**src/aplu_pkg.sv**
```systemverilog
// Purpose: constants and carriers for the addressing and payload limit unit
// Assumes: 32-bit AXI4-Lite register access, one clock
// Notes:   offsets are byte addresses of aligned words
package aplu_pkg;

  // ****************************************
  // register map
  // ****************************************
  localparam logic [7:0] OFS_OWN_SHORT  = 8'h00;
  localparam logic [7:0] OFS_DEST_LOW   = 8'h04;
  localparam logic [7:0] OFS_DEST_HIGH  = 8'h08;
  localparam logic [7:0] OFS_PAN        = 8'h0c;
  localparam logic [7:0] OFS_CTRL       = 8'h10;
  localparam logic [7:0] OFS_SERIAL_LO  = 8'h14;
  localparam logic [7:0] OFS_SERIAL_HI  = 8'h18;
  localparam logic [7:0] OFS_KEY0       = 8'h20;
  localparam logic [7:0] OFS_TX_REQ     = 8'h30;
  localparam logic [7:0] OFS_STATUS     = 8'h34;
  localparam logic [7:0] OFS_RX_REQ     = 8'h38;
  localparam logic [7:0] OFS_RX_RESULT  = 8'h3c;
  localparam logic [7:0] OFS_ADDR_INFO  = 8'h40;
  localparam logic [7:0] OFS_SPLIT      = 8'h44;

  // ctrl fields
  localparam int CTRL_CIPHER_BIT = 0;
  localparam int CTRL_COMPAT_BIT = 1;
  localparam int CTRL_MODE_LSB   = 2;
  localparam int CTRL_API_BIT    = 4;
  localparam int CTRL_ASSOC_BIT  = 5;

  // ****************************************
  // reset values and special addresses
  // ****************************************
  localparam logic [15:0] RST_OWN_SHORT = 16'h0000;
  localparam logic [15:0] RST_PAN       = 16'h3332;
  localparam logic [15:0] ADDR_BCAST    = 16'hffff;
  localparam logic [15:0] ADDR_NOSHORT  = 16'hfffe;

  // ****************************************
  // payload figures
  // ****************************************
  localparam logic [7:0] PL_BASE       = 8'd116;
  localparam logic [7:0] PL_COMPAT     = 8'd100;
  localparam logic [7:0] PL_COMPAT_ENC = 8'd95;
  localparam logic [7:0] PL_HDR_PLAIN  = 8'd2;
  localparam logic [7:0] PL_HDR_ENC    = 8'd4;
  localparam logic [7:0] PL_LONG_ADDR  = 8'd6;
  localparam logic [7:0] PL_SEC_OVH    = 8'd5;

  // ****************************************
  // frame codes
  // ****************************************
  localparam logic [7:0] FT_TX64      = 8'h00;
  localparam logic [7:0] FT_TX16      = 8'h01;
  localparam logic [7:0] FT_RX64      = 8'h80;
  localparam logic [7:0] FT_RX16      = 8'h81;
  localparam logic [7:0] FT_TX_STATUS = 8'h89;
  localparam logic [7:0] ST_OK        = 8'h00;
  localparam logic [7:0] ST_TOO_LARGE = 8'd74;
  localparam logic [2:0] SEC_LVL_NONE = 3'd0;
  localparam logic [2:0] SEC_LVL_ENC  = 3'd4;

  typedef struct packed {
    logic        awdone;
    logic        wdone;
    logic [7:0]  awaddr;
    logic [31:0] wdata;
    logic        bvalid;
    logic        rvalid;
    logic [31:0] rdata;
    logic [1:0]  rresp;
    logic [1:0]  bresp;
  } aplu_bus_t;

  typedef struct packed {
    logic [15:0]  own_short_address;
    logic [31:0]  dest_addr_low;
    logic [31:0]  dest_addr_high;
    logic [15:0]  network_pan_number;
    logic [127:0] cipher_key;
    logic         cipher_enable;
    logic         legacy_compat_flags;
    logic [1:0]   mac_header_mode;
    logic         api_mode;
    logic [7:0]   max_payload;
    logic [7:0]   max_payload_query;
    logic [7:0]   tx_frame_type;
    logic [7:0]   tx_status;
    logic         tx_refused;
    logic [7:0]   rx_frame_type;
    logic         rx_deliver;
    logic [15:0]  split_left;
    logic [7:0]   split_chunk;
  } aplu_cfg_t;

endpackage : aplu_pkg

```
**src/aplu_top.sv**
```systemverilog
// Purpose: addressing selection and payload limit for a low-rate radio
// Assumes: host writes settings over AXI4-Lite; serial number strapped
// Notes:   limit is combinational from settings, registered once
//
// Decided for this implementation: the address map and the AXI4-Lite register port.
`timescale 1ns/10ps
module aplu_top #(
  parameter logic [63:0] SERIAL_NUMBER = 64'h0000_0000_0000_0001 // arbitrary
) (
  input  wire logic        i_ref_clk,
  input  wire logic        i_rst_n,
  input  wire logic [7:0]  s_axi_awaddr,
  input  wire logic        s_axi_awvalid,
  output logic             s_axi_awready,
  input  wire logic [31:0] s_axi_wdata,
  input  wire logic [3:0]  s_axi_wstrb,
  input  wire logic        s_axi_wvalid,
  output logic             s_axi_wready,
  output logic [1:0]       s_axi_bresp,
  output logic             s_axi_bvalid,
  input  wire logic        s_axi_bready,
  input  wire logic [7:0]  s_axi_araddr,
  input  wire logic        s_axi_arvalid,
  output logic             s_axi_arready,
  output logic [31:0]      s_axi_rdata,
  output logic [1:0]       s_axi_rresp,
  output logic             s_axi_rvalid,
  input  wire logic        s_axi_rready,
  output logic [63:0]      o_src_long_addr,
  output logic             o_src_is_long,
  output logic             o_dest_bcast,
  output logic             o_pan_bcast,
  output logic [2:0]       o_sec_level,
  output logic [7:0]       o_max_payload
);

  typedef struct packed {
    aplu_pkg::aplu_bus_t bus;
    aplu_pkg::aplu_cfg_t cfg;
    logic [63:0]         src_long;
    logic                src_is_long;
    logic                dest_bcast;
    logic                pan_bcast;
    logic [2:0]          sec_level;
  } aplu_state_t;

  aplu_state_t st_reg;
  aplu_state_t st_next;

  logic        hdr_on;
  logic        src_long_c;
  logic [7:0]  lim_long_dst;
  logic [7:0]  lim_short_dst;
  logic [7:0]  req_len;
  logic        req_short;
  logic        wr_fire;
  logic        rd_fire;
  logic [31:0] wmask;
  logic [31:0] rd_val;
  logic [7:0]  waddr;
  logic [31:0] wval;

  // ****************************************
  // payload limit
  // ****************************************
  // combinational recompute
  always_comb begin
    hdr_on = (st_reg.cfg.mac_header_mode == 2'd0) || (st_reg.cfg.mac_header_mode == 2'd3);
    src_long_c = (st_reg.cfg.own_short_address == aplu_pkg::ADDR_BCAST)
              || (st_reg.cfg.own_short_address == aplu_pkg::ADDR_NOSHORT)
              || st_reg.cfg.cipher_enable;
    lim_short_dst = aplu_pkg::PL_BASE;
    if (hdr_on) begin
      lim_short_dst = lim_short_dst - (st_reg.cfg.cipher_enable ? aplu_pkg::PL_HDR_ENC
                                                                 : aplu_pkg::PL_HDR_PLAIN);
    end
    if (src_long_c) begin
      lim_short_dst = lim_short_dst - aplu_pkg::PL_LONG_ADDR;
    end
    if (st_reg.cfg.cipher_enable) begin
      lim_short_dst = lim_short_dst - aplu_pkg::PL_SEC_OVH;
    end
    lim_long_dst = lim_short_dst - aplu_pkg::PL_LONG_ADDR;
    if (st_reg.cfg.legacy_compat_flags) begin
      lim_short_dst = st_reg.cfg.cipher_enable ? aplu_pkg::PL_COMPAT_ENC : aplu_pkg::PL_COMPAT;
      lim_long_dst  = lim_short_dst;
    end
  end

  // ****************************************
  // bus and state update
  // ****************************************
  always_comb begin
    wr_fire = st_reg.bus.awdone && st_reg.bus.wdone && !st_reg.bus.bvalid;
    rd_fire = s_axi_arvalid && !st_reg.bus.rvalid;
    waddr   = st_reg.bus.awaddr;
    wval    = st_reg.bus.wdata;
    wmask   = 32'h0000_0000;
    req_len = wval[7:0];
    req_short = wval[8];
    unique case (s_axi_araddr)
      aplu_pkg::OFS_OWN_SHORT: rd_val = {16'h0000, st_reg.cfg.own_short_address};
      aplu_pkg::OFS_DEST_LOW:  rd_val = st_reg.cfg.dest_addr_low;
      aplu_pkg::OFS_DEST_HIGH: rd_val = st_reg.cfg.dest_addr_high;
      aplu_pkg::OFS_PAN:       rd_val = {16'h0000, st_reg.cfg.network_pan_number};
      aplu_pkg::OFS_CTRL:      rd_val = {27'h0000000, st_reg.cfg.api_mode,
                                         st_reg.cfg.mac_header_mode,
                                         st_reg.cfg.legacy_compat_flags,
                                         st_reg.cfg.cipher_enable};
      aplu_pkg::OFS_SERIAL_LO: rd_val = SERIAL_NUMBER[31:0];
      aplu_pkg::OFS_SERIAL_HI: rd_val = SERIAL_NUMBER[63:32];
      aplu_pkg::OFS_TX_REQ:    rd_val = {24'h000000, st_reg.cfg.tx_frame_type};
      aplu_pkg::OFS_STATUS:    rd_val = {8'h00, st_reg.cfg.tx_refused, 7'h00,
                                         st_reg.cfg.tx_status, st_reg.cfg.max_payload_query};
      aplu_pkg::OFS_RX_RESULT: rd_val = {23'h000000, st_reg.cfg.rx_deliver,
                                         st_reg.cfg.rx_frame_type};
      aplu_pkg::OFS_ADDR_INFO: rd_val = {28'h0000000, st_reg.sec_level[2], st_reg.pan_bcast,
                                         st_reg.dest_bcast, st_reg.src_is_long};
      aplu_pkg::OFS_SPLIT:     rd_val = {8'h00, st_reg.cfg.split_chunk, st_reg.cfg.split_left};
      // key is write-only; other addresses read zero
      default:                 rd_val = 32'h0000_0000;
    endcase
    for (int b = 0; b < 4; b++) begin
      if (s_axi_wstrb[b] || st_reg.bus.wdone) begin
        wmask[b*8 +: 8] = 8'hff;
      end
    end

    st_next = st_reg;
    // write channel capture, either order
    if (s_axi_awvalid && !st_reg.bus.awdone) begin
      st_next.bus.awdone = 1'b1;
      st_next.bus.awaddr = s_axi_awaddr;
    end
    if (s_axi_wvalid && !st_reg.bus.wdone) begin
      st_next.bus.wdone = 1'b1;
      st_next.bus.wdata = s_axi_wdata & wmask;
    end
    if (wr_fire) begin
      st_next.bus.bvalid = 1'b1;
      st_next.bus.bresp  = 2'b00;
      unique case (waddr)
        aplu_pkg::OFS_OWN_SHORT: st_next.cfg.own_short_address = wval[15:0];
        // host loads low and high words
        aplu_pkg::OFS_DEST_LOW:  st_next.cfg.dest_addr_low = wval;
        aplu_pkg::OFS_DEST_HIGH: st_next.cfg.dest_addr_high = wval;
        aplu_pkg::OFS_PAN:       st_next.cfg.network_pan_number = wval[15:0];
        aplu_pkg::OFS_CTRL: begin
          st_next.cfg.cipher_enable       = wval[aplu_pkg::CTRL_CIPHER_BIT];
          st_next.cfg.legacy_compat_flags = wval[aplu_pkg::CTRL_COMPAT_BIT];
          st_next.cfg.mac_header_mode     = wval[aplu_pkg::CTRL_MODE_LSB +: 2];
          st_next.cfg.api_mode            = wval[aplu_pkg::CTRL_API_BIT];
          if (wval[aplu_pkg::CTRL_ASSOC_BIT]) begin
            st_next.cfg.own_short_address = aplu_pkg::ADDR_NOSHORT;
          end
        end
        aplu_pkg::OFS_TX_REQ: begin
          st_next.cfg.tx_frame_type = req_short ? aplu_pkg::FT_TX16 : aplu_pkg::FT_TX64;
          if (st_reg.cfg.api_mode
              && req_len > (req_short ? lim_short_dst : lim_long_dst)) begin
            st_next.cfg.tx_refused = 1'b1;
            st_next.cfg.tx_status  = aplu_pkg::ST_TOO_LARGE;
          end else begin
            st_next.cfg.tx_refused = 1'b0;
            st_next.cfg.tx_status  = aplu_pkg::ST_OK;
          end
        end
        aplu_pkg::OFS_RX_REQ: begin
          st_next.cfg.rx_deliver = (wval[0] == st_reg.cfg.cipher_enable);
          if (wval[0] && !wval[2]) begin
            st_next.cfg.rx_frame_type = aplu_pkg::FT_RX64;
          end else begin
            st_next.cfg.rx_frame_type = wval[1] ? aplu_pkg::FT_RX64 : aplu_pkg::FT_RX16;
          end
        end
        aplu_pkg::OFS_SPLIT: begin
          st_next.cfg.split_left = wval[15:0];
        end
        default: begin
          // sixteen key bytes in four words
          if (waddr[7:4] == aplu_pkg::OFS_KEY0[7:4]) begin
            st_next.cfg.cipher_key[waddr[3:2]*32 +: 32] = wval;
          end else begin
            st_next.bus.bresp = 2'b10;
          end
        end
      endcase
    end
    if (st_reg.bus.bvalid && s_axi_bready) begin
      st_next.bus.bvalid = 1'b0;
      st_next.bus.awdone = 1'b0;
      st_next.bus.wdone  = 1'b0;
    end
    if (rd_fire) begin
      st_next.bus.rvalid = 1'b1;
      st_next.bus.rdata  = rd_val;
      st_next.bus.rresp  = 2'b00;
    end else if (st_reg.bus.rvalid && s_axi_rready) begin
      st_next.bus.rvalid = 1'b0;
    end

    // transparent chunk sizing, reading the split register consumes one chunk
    if (rd_fire && s_axi_araddr == aplu_pkg::OFS_SPLIT && !st_reg.cfg.api_mode) begin
      st_next.cfg.split_left = (st_reg.cfg.split_left > {8'h00, st_reg.cfg.max_payload})
                             ? st_reg.cfg.split_left - {8'h00, st_reg.cfg.max_payload}
                             : 16'h0000;
    end
    st_next.cfg.split_chunk = (st_next.cfg.split_left > {8'h00, st_reg.cfg.max_payload})
                            ? st_reg.cfg.max_payload : st_next.cfg.split_left[7:0];

    st_next.cfg.max_payload = lim_long_dst;
    st_next.cfg.max_payload_query = lim_long_dst;
    st_next.src_is_long = src_long_c;
    st_next.src_long = src_long_c ? SERIAL_NUMBER
                                  : {48'h0000_0000_0000, st_reg.cfg.own_short_address};
    st_next.dest_bcast = (st_reg.cfg.dest_addr_high == 32'h0000_0000)
                      && (st_reg.cfg.dest_addr_low == {16'h0000, aplu_pkg::ADDR_BCAST});
    st_next.pan_bcast = (st_reg.cfg.network_pan_number == aplu_pkg::ADDR_BCAST);
    st_next.sec_level = st_reg.cfg.cipher_enable ? aplu_pkg::SEC_LVL_ENC : aplu_pkg::SEC_LVL_NONE;
  end

  always_ff @(posedge i_ref_clk or negedge i_rst_n) begin
    if (!i_rst_n) begin
      st_reg <= '0;
      st_reg.cfg.network_pan_number <= aplu_pkg::RST_PAN;
      st_reg.cfg.own_short_address  <= aplu_pkg::RST_OWN_SHORT;
    end else begin
      st_reg <= st_next;
    end
  end

  assign s_axi_awready   = !st_reg.bus.awdone;
  assign s_axi_wready    = !st_reg.bus.wdone;
  assign s_axi_bvalid    = st_reg.bus.bvalid;
  assign s_axi_bresp     = st_reg.bus.bresp;
  assign s_axi_arready   = !st_reg.bus.rvalid;
  assign s_axi_rvalid    = st_reg.bus.rvalid;
  assign s_axi_rdata     = st_reg.bus.rdata;
  assign s_axi_rresp     = st_reg.bus.rresp;
  assign o_src_long_addr = st_reg.src_long;
  assign o_src_is_long   = st_reg.src_is_long;
  assign o_dest_bcast    = st_reg.dest_bcast;
  assign o_pan_bcast     = st_reg.pan_bcast;
  assign o_sec_level     = st_reg.sec_level;
  assign o_max_payload   = st_reg.cfg.max_payload;

  // ****************************************
  // checks
  // ****************************************
  property p_compat;
    @(posedge i_ref_clk) disable iff (!i_rst_n)
      st_reg.cfg.legacy_compat_flags |=> (o_max_payload ==
        ($past(st_reg.cfg.cipher_enable) ? 8'd95 : 8'd100));
  endproperty
  a_compat: assert property (p_compat) else $error("compat limit wrong");

  property p_base;
    @(posedge i_ref_clk) disable iff (!i_rst_n)
      (!st_reg.cfg.legacy_compat_flags && !st_reg.cfg.cipher_enable && !hdr_on && !src_long_c)
      |=> (o_max_payload == 8'd110);
  endproperty
  a_base: assert property (p_base) else $error("base limit wrong");

  property p_enc;
    @(posedge i_ref_clk) disable iff (!i_rst_n)
      (!st_reg.cfg.legacy_compat_flags && st_reg.cfg.cipher_enable)
      |=> (o_max_payload == ($past(hdr_on) ? 8'd95 : 8'd99));
  endproperty
  a_enc: assert property (p_enc) else $error("encrypted limit wrong");

  property p_src;
    @(posedge i_ref_clk) disable iff (!i_rst_n)
      (st_reg.cfg.own_short_address == 16'hfffe) |=> o_src_is_long
        && (o_src_long_addr == SERIAL_NUMBER);
  endproperty
  a_src: assert property (p_src) else $error("long source missed");

  property p_bcast;
    @(posedge i_ref_clk) disable iff (!i_rst_n)
      (st_reg.cfg.network_pan_number == 16'hffff) |=> o_pan_bcast;
  endproperty
  a_bcast: assert property (p_bcast) else $error("network broadcast missed");

  property p_sec;
    @(posedge i_ref_clk) disable iff (!i_rst_n)
      ##1 (o_sec_level == ($past(st_reg.cfg.cipher_enable) ? 3'd4 : 3'd0));
  endproperty
  a_sec: assert property (p_sec) else $error("security level wrong");

  property p_refuse;
    @(posedge i_ref_clk) disable iff (!i_rst_n)
      (wr_fire && waddr == aplu_pkg::OFS_TX_REQ && st_reg.cfg.api_mode && !req_short
       && req_len > lim_long_dst) |=> st_reg.cfg.tx_refused && st_reg.cfg.tx_status == 8'd74;
  endproperty
  a_refuse: assert property (p_refuse) else $error("oversize not refused");

  property p_query;
    @(posedge i_ref_clk) disable iff (!i_rst_n)
      $past(i_rst_n) |-> (st_reg.cfg.max_payload_query == $past(lim_long_dst));
  endproperty
  a_query: assert property (p_query) else $error("query limit wrong");

  property p_key;
    @(posedge i_ref_clk) disable iff (!i_rst_n)
      (wr_fire && waddr[7:4] == aplu_pkg::OFS_KEY0[7:4])
      |=> (st_reg.cfg.cipher_key[$past(waddr[3:2])*32 +: 32] == $past(wval));
  endproperty
  a_key: assert property (p_key) else $error("key word not held");

  property p_dest;
    @(posedge i_ref_clk) disable iff (!i_rst_n)
      (st_reg.cfg.dest_addr_high == 32'h0000_0000
       && st_reg.cfg.dest_addr_low == 32'h0000_ffff) |=> o_dest_bcast;
  endproperty
  a_dest: assert property (p_dest) else $error("destination broadcast missed");

  property p_chunk;
    @(posedge i_ref_clk) disable iff (!i_rst_n)
      ##1 (st_reg.cfg.split_chunk <= $past(st_reg.cfg.max_payload));
  endproperty
  a_chunk: assert property (p_chunk) else $error("chunk above limit");

  property p_deliver;
    @(posedge i_ref_clk) disable iff (!i_rst_n)
      (wr_fire && waddr == aplu_pkg::OFS_RX_REQ && (wval[0] != st_reg.cfg.cipher_enable))
      |=> !st_reg.cfg.rx_deliver;
  endproperty
  a_deliver: assert property (p_deliver) else $error("mismatched cipher delivered");

  property p_rxlong;
    @(posedge i_ref_clk) disable iff (!i_rst_n)
      (wr_fire && waddr == aplu_pkg::OFS_RX_REQ && wval[0] && !wval[2])
      |=> (st_reg.cfg.rx_frame_type == 8'h80);
  endproperty
  a_rxlong: assert property (p_rxlong) else $error("headerless cipher not long");

endmodule : aplu_top

```
**config.mk**
```make
export PLATFORM = sky130hd
export DESIGN_NAME = aplu_top
export DESIGN_NICKNAME = d
export VERILOG_FILES = /design/src/aplu_pkg.sv /design/src/aplu_top.sv
export SDC_FILE = /design/constraint.sdc
export NUM_CORES = 1
export LEC_CHECK = 0
export BUFFER_PORTS_ARGS = -buffer_cell sky130_fd_sc_hd__buf_2
export CAP_MARGIN = 20
export CORE_ASPECT_RATIO = 1.2
export CORE_MARGIN = 2
export CORE_UTILIZATION = 30
export DETAILED_ROUTE_END_ITERATION = 16
export RECOVER_POWER = 50
export SYNTH_ARGS = -nofsm -noshare
export SYNTH_HDL_FRONTEND = slang
export SYNTH_SLANG_ARGS = --single-unit
```
**constraint.sdc**
```tcl
create_clock -name i_ref_clk -period 4.8 [get_ports i_ref_clk]
set_input_delay 0.96 -clock i_ref_clk [delete_from_list [all_inputs] [get_ports i_ref_clk]]
set_output_delay 0.96 -clock i_ref_clk [all_outputs]
set_load 0.005 [all_outputs]
```
==> impl_metrics.yaml <==
sta:
  slew_violations: 180
  fmax_mhz: 230
  period_share_pct: 90.5
  fin_crit_ns: 4.34
  finalSetupViolations: 0
  max_slew_margin_pct: -36.2
  skew_ns: 0.00791
  rsz0062_at_grt: "false"
  fin_setup_tns_ns: 0
  tightest_slew_ns: 2.04
  hold_viol: 0
logic_synthesis:
  yosys.area_share.adder_pct: 2.68
  netlist_area_um2: 12000
  synth_top_cell_area_share_pct: 47.2
  synthTopCellsByArea: "dfrtp_1 (47%), mux2_2 (8.7%), buf_4 (7.1%), nand2_1 (4.4%), o21ai_0 (4.0%)"
  syn_inst: 1160
  synth-seq-cells: 233
  synth-compound-area-share_pct: 13.3
  ys_async_sr_fraction_pct: 100
  synth.distinct_cells: 78
  synth_edf_count: 0
  synthXorXnorAreaFrac_pct: 0.732
  synthMuxAreaShare_pct: 10.2
  synth_top_family_by_area: "simple AND/OR/NAND/NOR gates"
  synth_warnings: 0
  synthSimpleGateAreaFrac_pct: 14.6
  synth_top_cell_by_area: "dfrtp_1"
  syn_avg_cell_area_um2: 10.3
  ys_seq_area_share_pct: 48.8
  yosys_most_used_dff: "dfrtp_1"
critical_path:
  critPathArrivalTime_ns: 4.76
  path_cells: "inv_1 > ha_1 > and4b_1 > a21boi_2 > o21a_1 > a21oi_1 > a31oi_1 > ha_1 > a21oi_1 > nor2_1 > o31a_1 > o22ai_1 > nand4bb_2 > nor4_4 > buf_4 > mux2_2"
  rr_worst_depth: 16
  end_kind: "flop"
  start_kind: "flop"
  critical_path_class: "flop to flop"
  r2r_start: "st_reg[124]"
  crit_required_ns: 5.22
  slowest_delay_ns: 0.43
  cp_slowest_cell: "ha_1"
  rrSetupSlack_ns: 0.46
  cp_max_fo: 8
  r2r-end: "st_reg[70]"
grt:
  overflow: 0
  grt_pass1_wl_um: 56400
  grt_max_degree: 102
  grt_usage_pct: 17.9
  grt_pass1_vias: 8939
  grt_antenna_before_repair: 0
final_layout:
  fillers: 4059
  antenna_cells: 0
  design_area_um2: 13500
  largest_reg_flops: 139
  area_growth_pct: 13.0
  drive_gt1_share_pct: 25.1
  nNetsFinal: 1322
route:
  drtPass1Iterations: 7
  drt-total-wl_um: 37500
  route.vias.total: 9065
  post_drt_wl_per_cell_um: 21.0
  drc: 0
  drtAntennaViolNets: 0
  drt_iter0_drc: 742
  via_per_inst: 5.07
clock_network:
  cts_hold_buf: 0
  cts_buffers: 25
  clockBufferDepth: 3
  clkLatencyLatePin_ns: 0.53
  clkTransAtPathRegs_ns: 0.06
  cts_tree: "yes"
  post_cts_buffers: 0
  htreeDepth: 1
  clock-sinks: 233
  ctsResizeCount: 0
  cts_root_buffer: "clkbuf_16"
place:
  io_buffers: 123
  gp_congestion: 0.907
  place_hpwl_um: 28100
  postPlaceCellArea_um2: 12700
floorplanning:
  initial_core_util_pct: 30.3
  std_cell_rows: 80
  die_w_um: 186
  ioPinCount: 178
  dieArea_um2: 41500
  die_h_um: 223
  core_um2: 39500
hold_path:
  hold_path.class: "flop to flop"
  hold_depth: 1
  worstHoldStart: "s_axi_rdata[5]"
  min_to: "s_axi_rdata[5]"
outcome:
  status: "finished, violations left"
  violations: "capacitance limit, slew limit"
flow_run:
  drv_cap: 3
pwr:
  power_leakage_uw: 0.00638
  power_density_nw_per_um2: 487
  peakVddDrop_mv: 0.227
==> cell type report <==
type                    count  area (um^2)  share of cell area (%)
flip-flops and latches    233         5840                    43.1
repair buffers            162          893                    6.60
well taps                 533          667                    4.93
multi-input cells         790         5190                    38.4
clock buffers              39          768                    5.68
inverters                  26         97.6                   0.721
clock inverters             5         77.6                   0.573
==> cell families (layout without fill, tap and decap cells) <==
logic type,Yosys count,in the layout
AO/OA/AOI/OAI,240,240
XOR/XNOR,10,10
adder cells (fa/ha/maj),25,25
buffers and inverters,192,232
flip-flops,233,233
multiplexers,110,110
other,2,57
AND/OR/NAND/NOR,348,348
==> per-stage QoR <==
step	setup WS, ns	total power [uW]	hold WS [ns]	instances	util, %
floorplan	0.831	3930	0.416	1215	-
global placement	0.533	4600	0.460	1743	32.2
detailed placement	0.491	4630	0.466	1743	32.2
CTS	0.546	6640	0.428	1787	34.3
global route	0.241	6950	0.499	1788	34.2
finish	0.458	6590	0.478	1788	34.2
==> how the worst max path moves through the flow <==
| stage | from | endpoint | slack (ns) |
|---|---|---|---|
| 3_3_place_gp | s_axi_araddr[5] | st_reg[73] | 0.53 |
| 5_1_grt | st_reg[124] | st_reg[70] | 0.24 |
| 6_report | st_reg[124] | st_reg[70] | 0.46 |
| 2_1_floorplan | s_axi_araddr[5] | st_reg[70] | 0.83 |
| 4_1_cts | st_reg[124] | st_reg[70] | 0.55 |
| 3_5_place_dp | s_axi_araddr[2] | st_reg[70] | 0.49 |
==> layout by cell type, fill, tap and decap left out, types with 15 or more instances in the layout <==
cell type	synthesis	layout
conb_1	2	57
mux2_2	93	93
nand2_1	141	141
ha_1	24	24
nand4_1	16	16
o21ai_0	95	95
buf_4	114	34
a222oi_1	15	15
mux2i_1	17	17
nor3_1	22	22
clkbuf_16	0	25
inv_1	26	26
nor2_1	71	71
buf_2	5	121
dfrtp_1	226	226
a21oi_1	44	44
nand3_1	15	15
==> synthesized netlist by cell type (all sizes together) (9+ instances only) <==
cell    count
nand4      17
a21o       12
ha         24
nor4b       9
nor3       22
mux2       93
dfrtp     226
a222oi     15
buf       125
nor4       14
clkbuf     41
nand2     141
and2       18
mux2i      17
nand3      15
a221oi     12
a21oi      44
a22oi      10
o21ai      97
nor2       71
inv        26
==> per-layer routing <==
layer,up-vias,share of wire (%),global-route usage (%)
met5,-,0,0
met4,0,4.7,8.08
met3,85,6.6,2.70
met2,382,48,30.3
met1,4469,40,22.4
li1,4129,-,-
==> worst max-delay path: cells and delay by family (launching register included) <==
kind            cells  cell delay [ns]
buf+inv             2             0.28
fa+ha+maj           2             0.77
compound gates      7             1.69
flops               1             0.38
mux                 1             0.34
simple gates        4             0.75
==> report_power, final <==
group | internal, uW | switching (uW)
clock network | 1200 | 792
registers | 2390 | 614
logic | 705 | 882
Power figures use the tool's default switching activity.
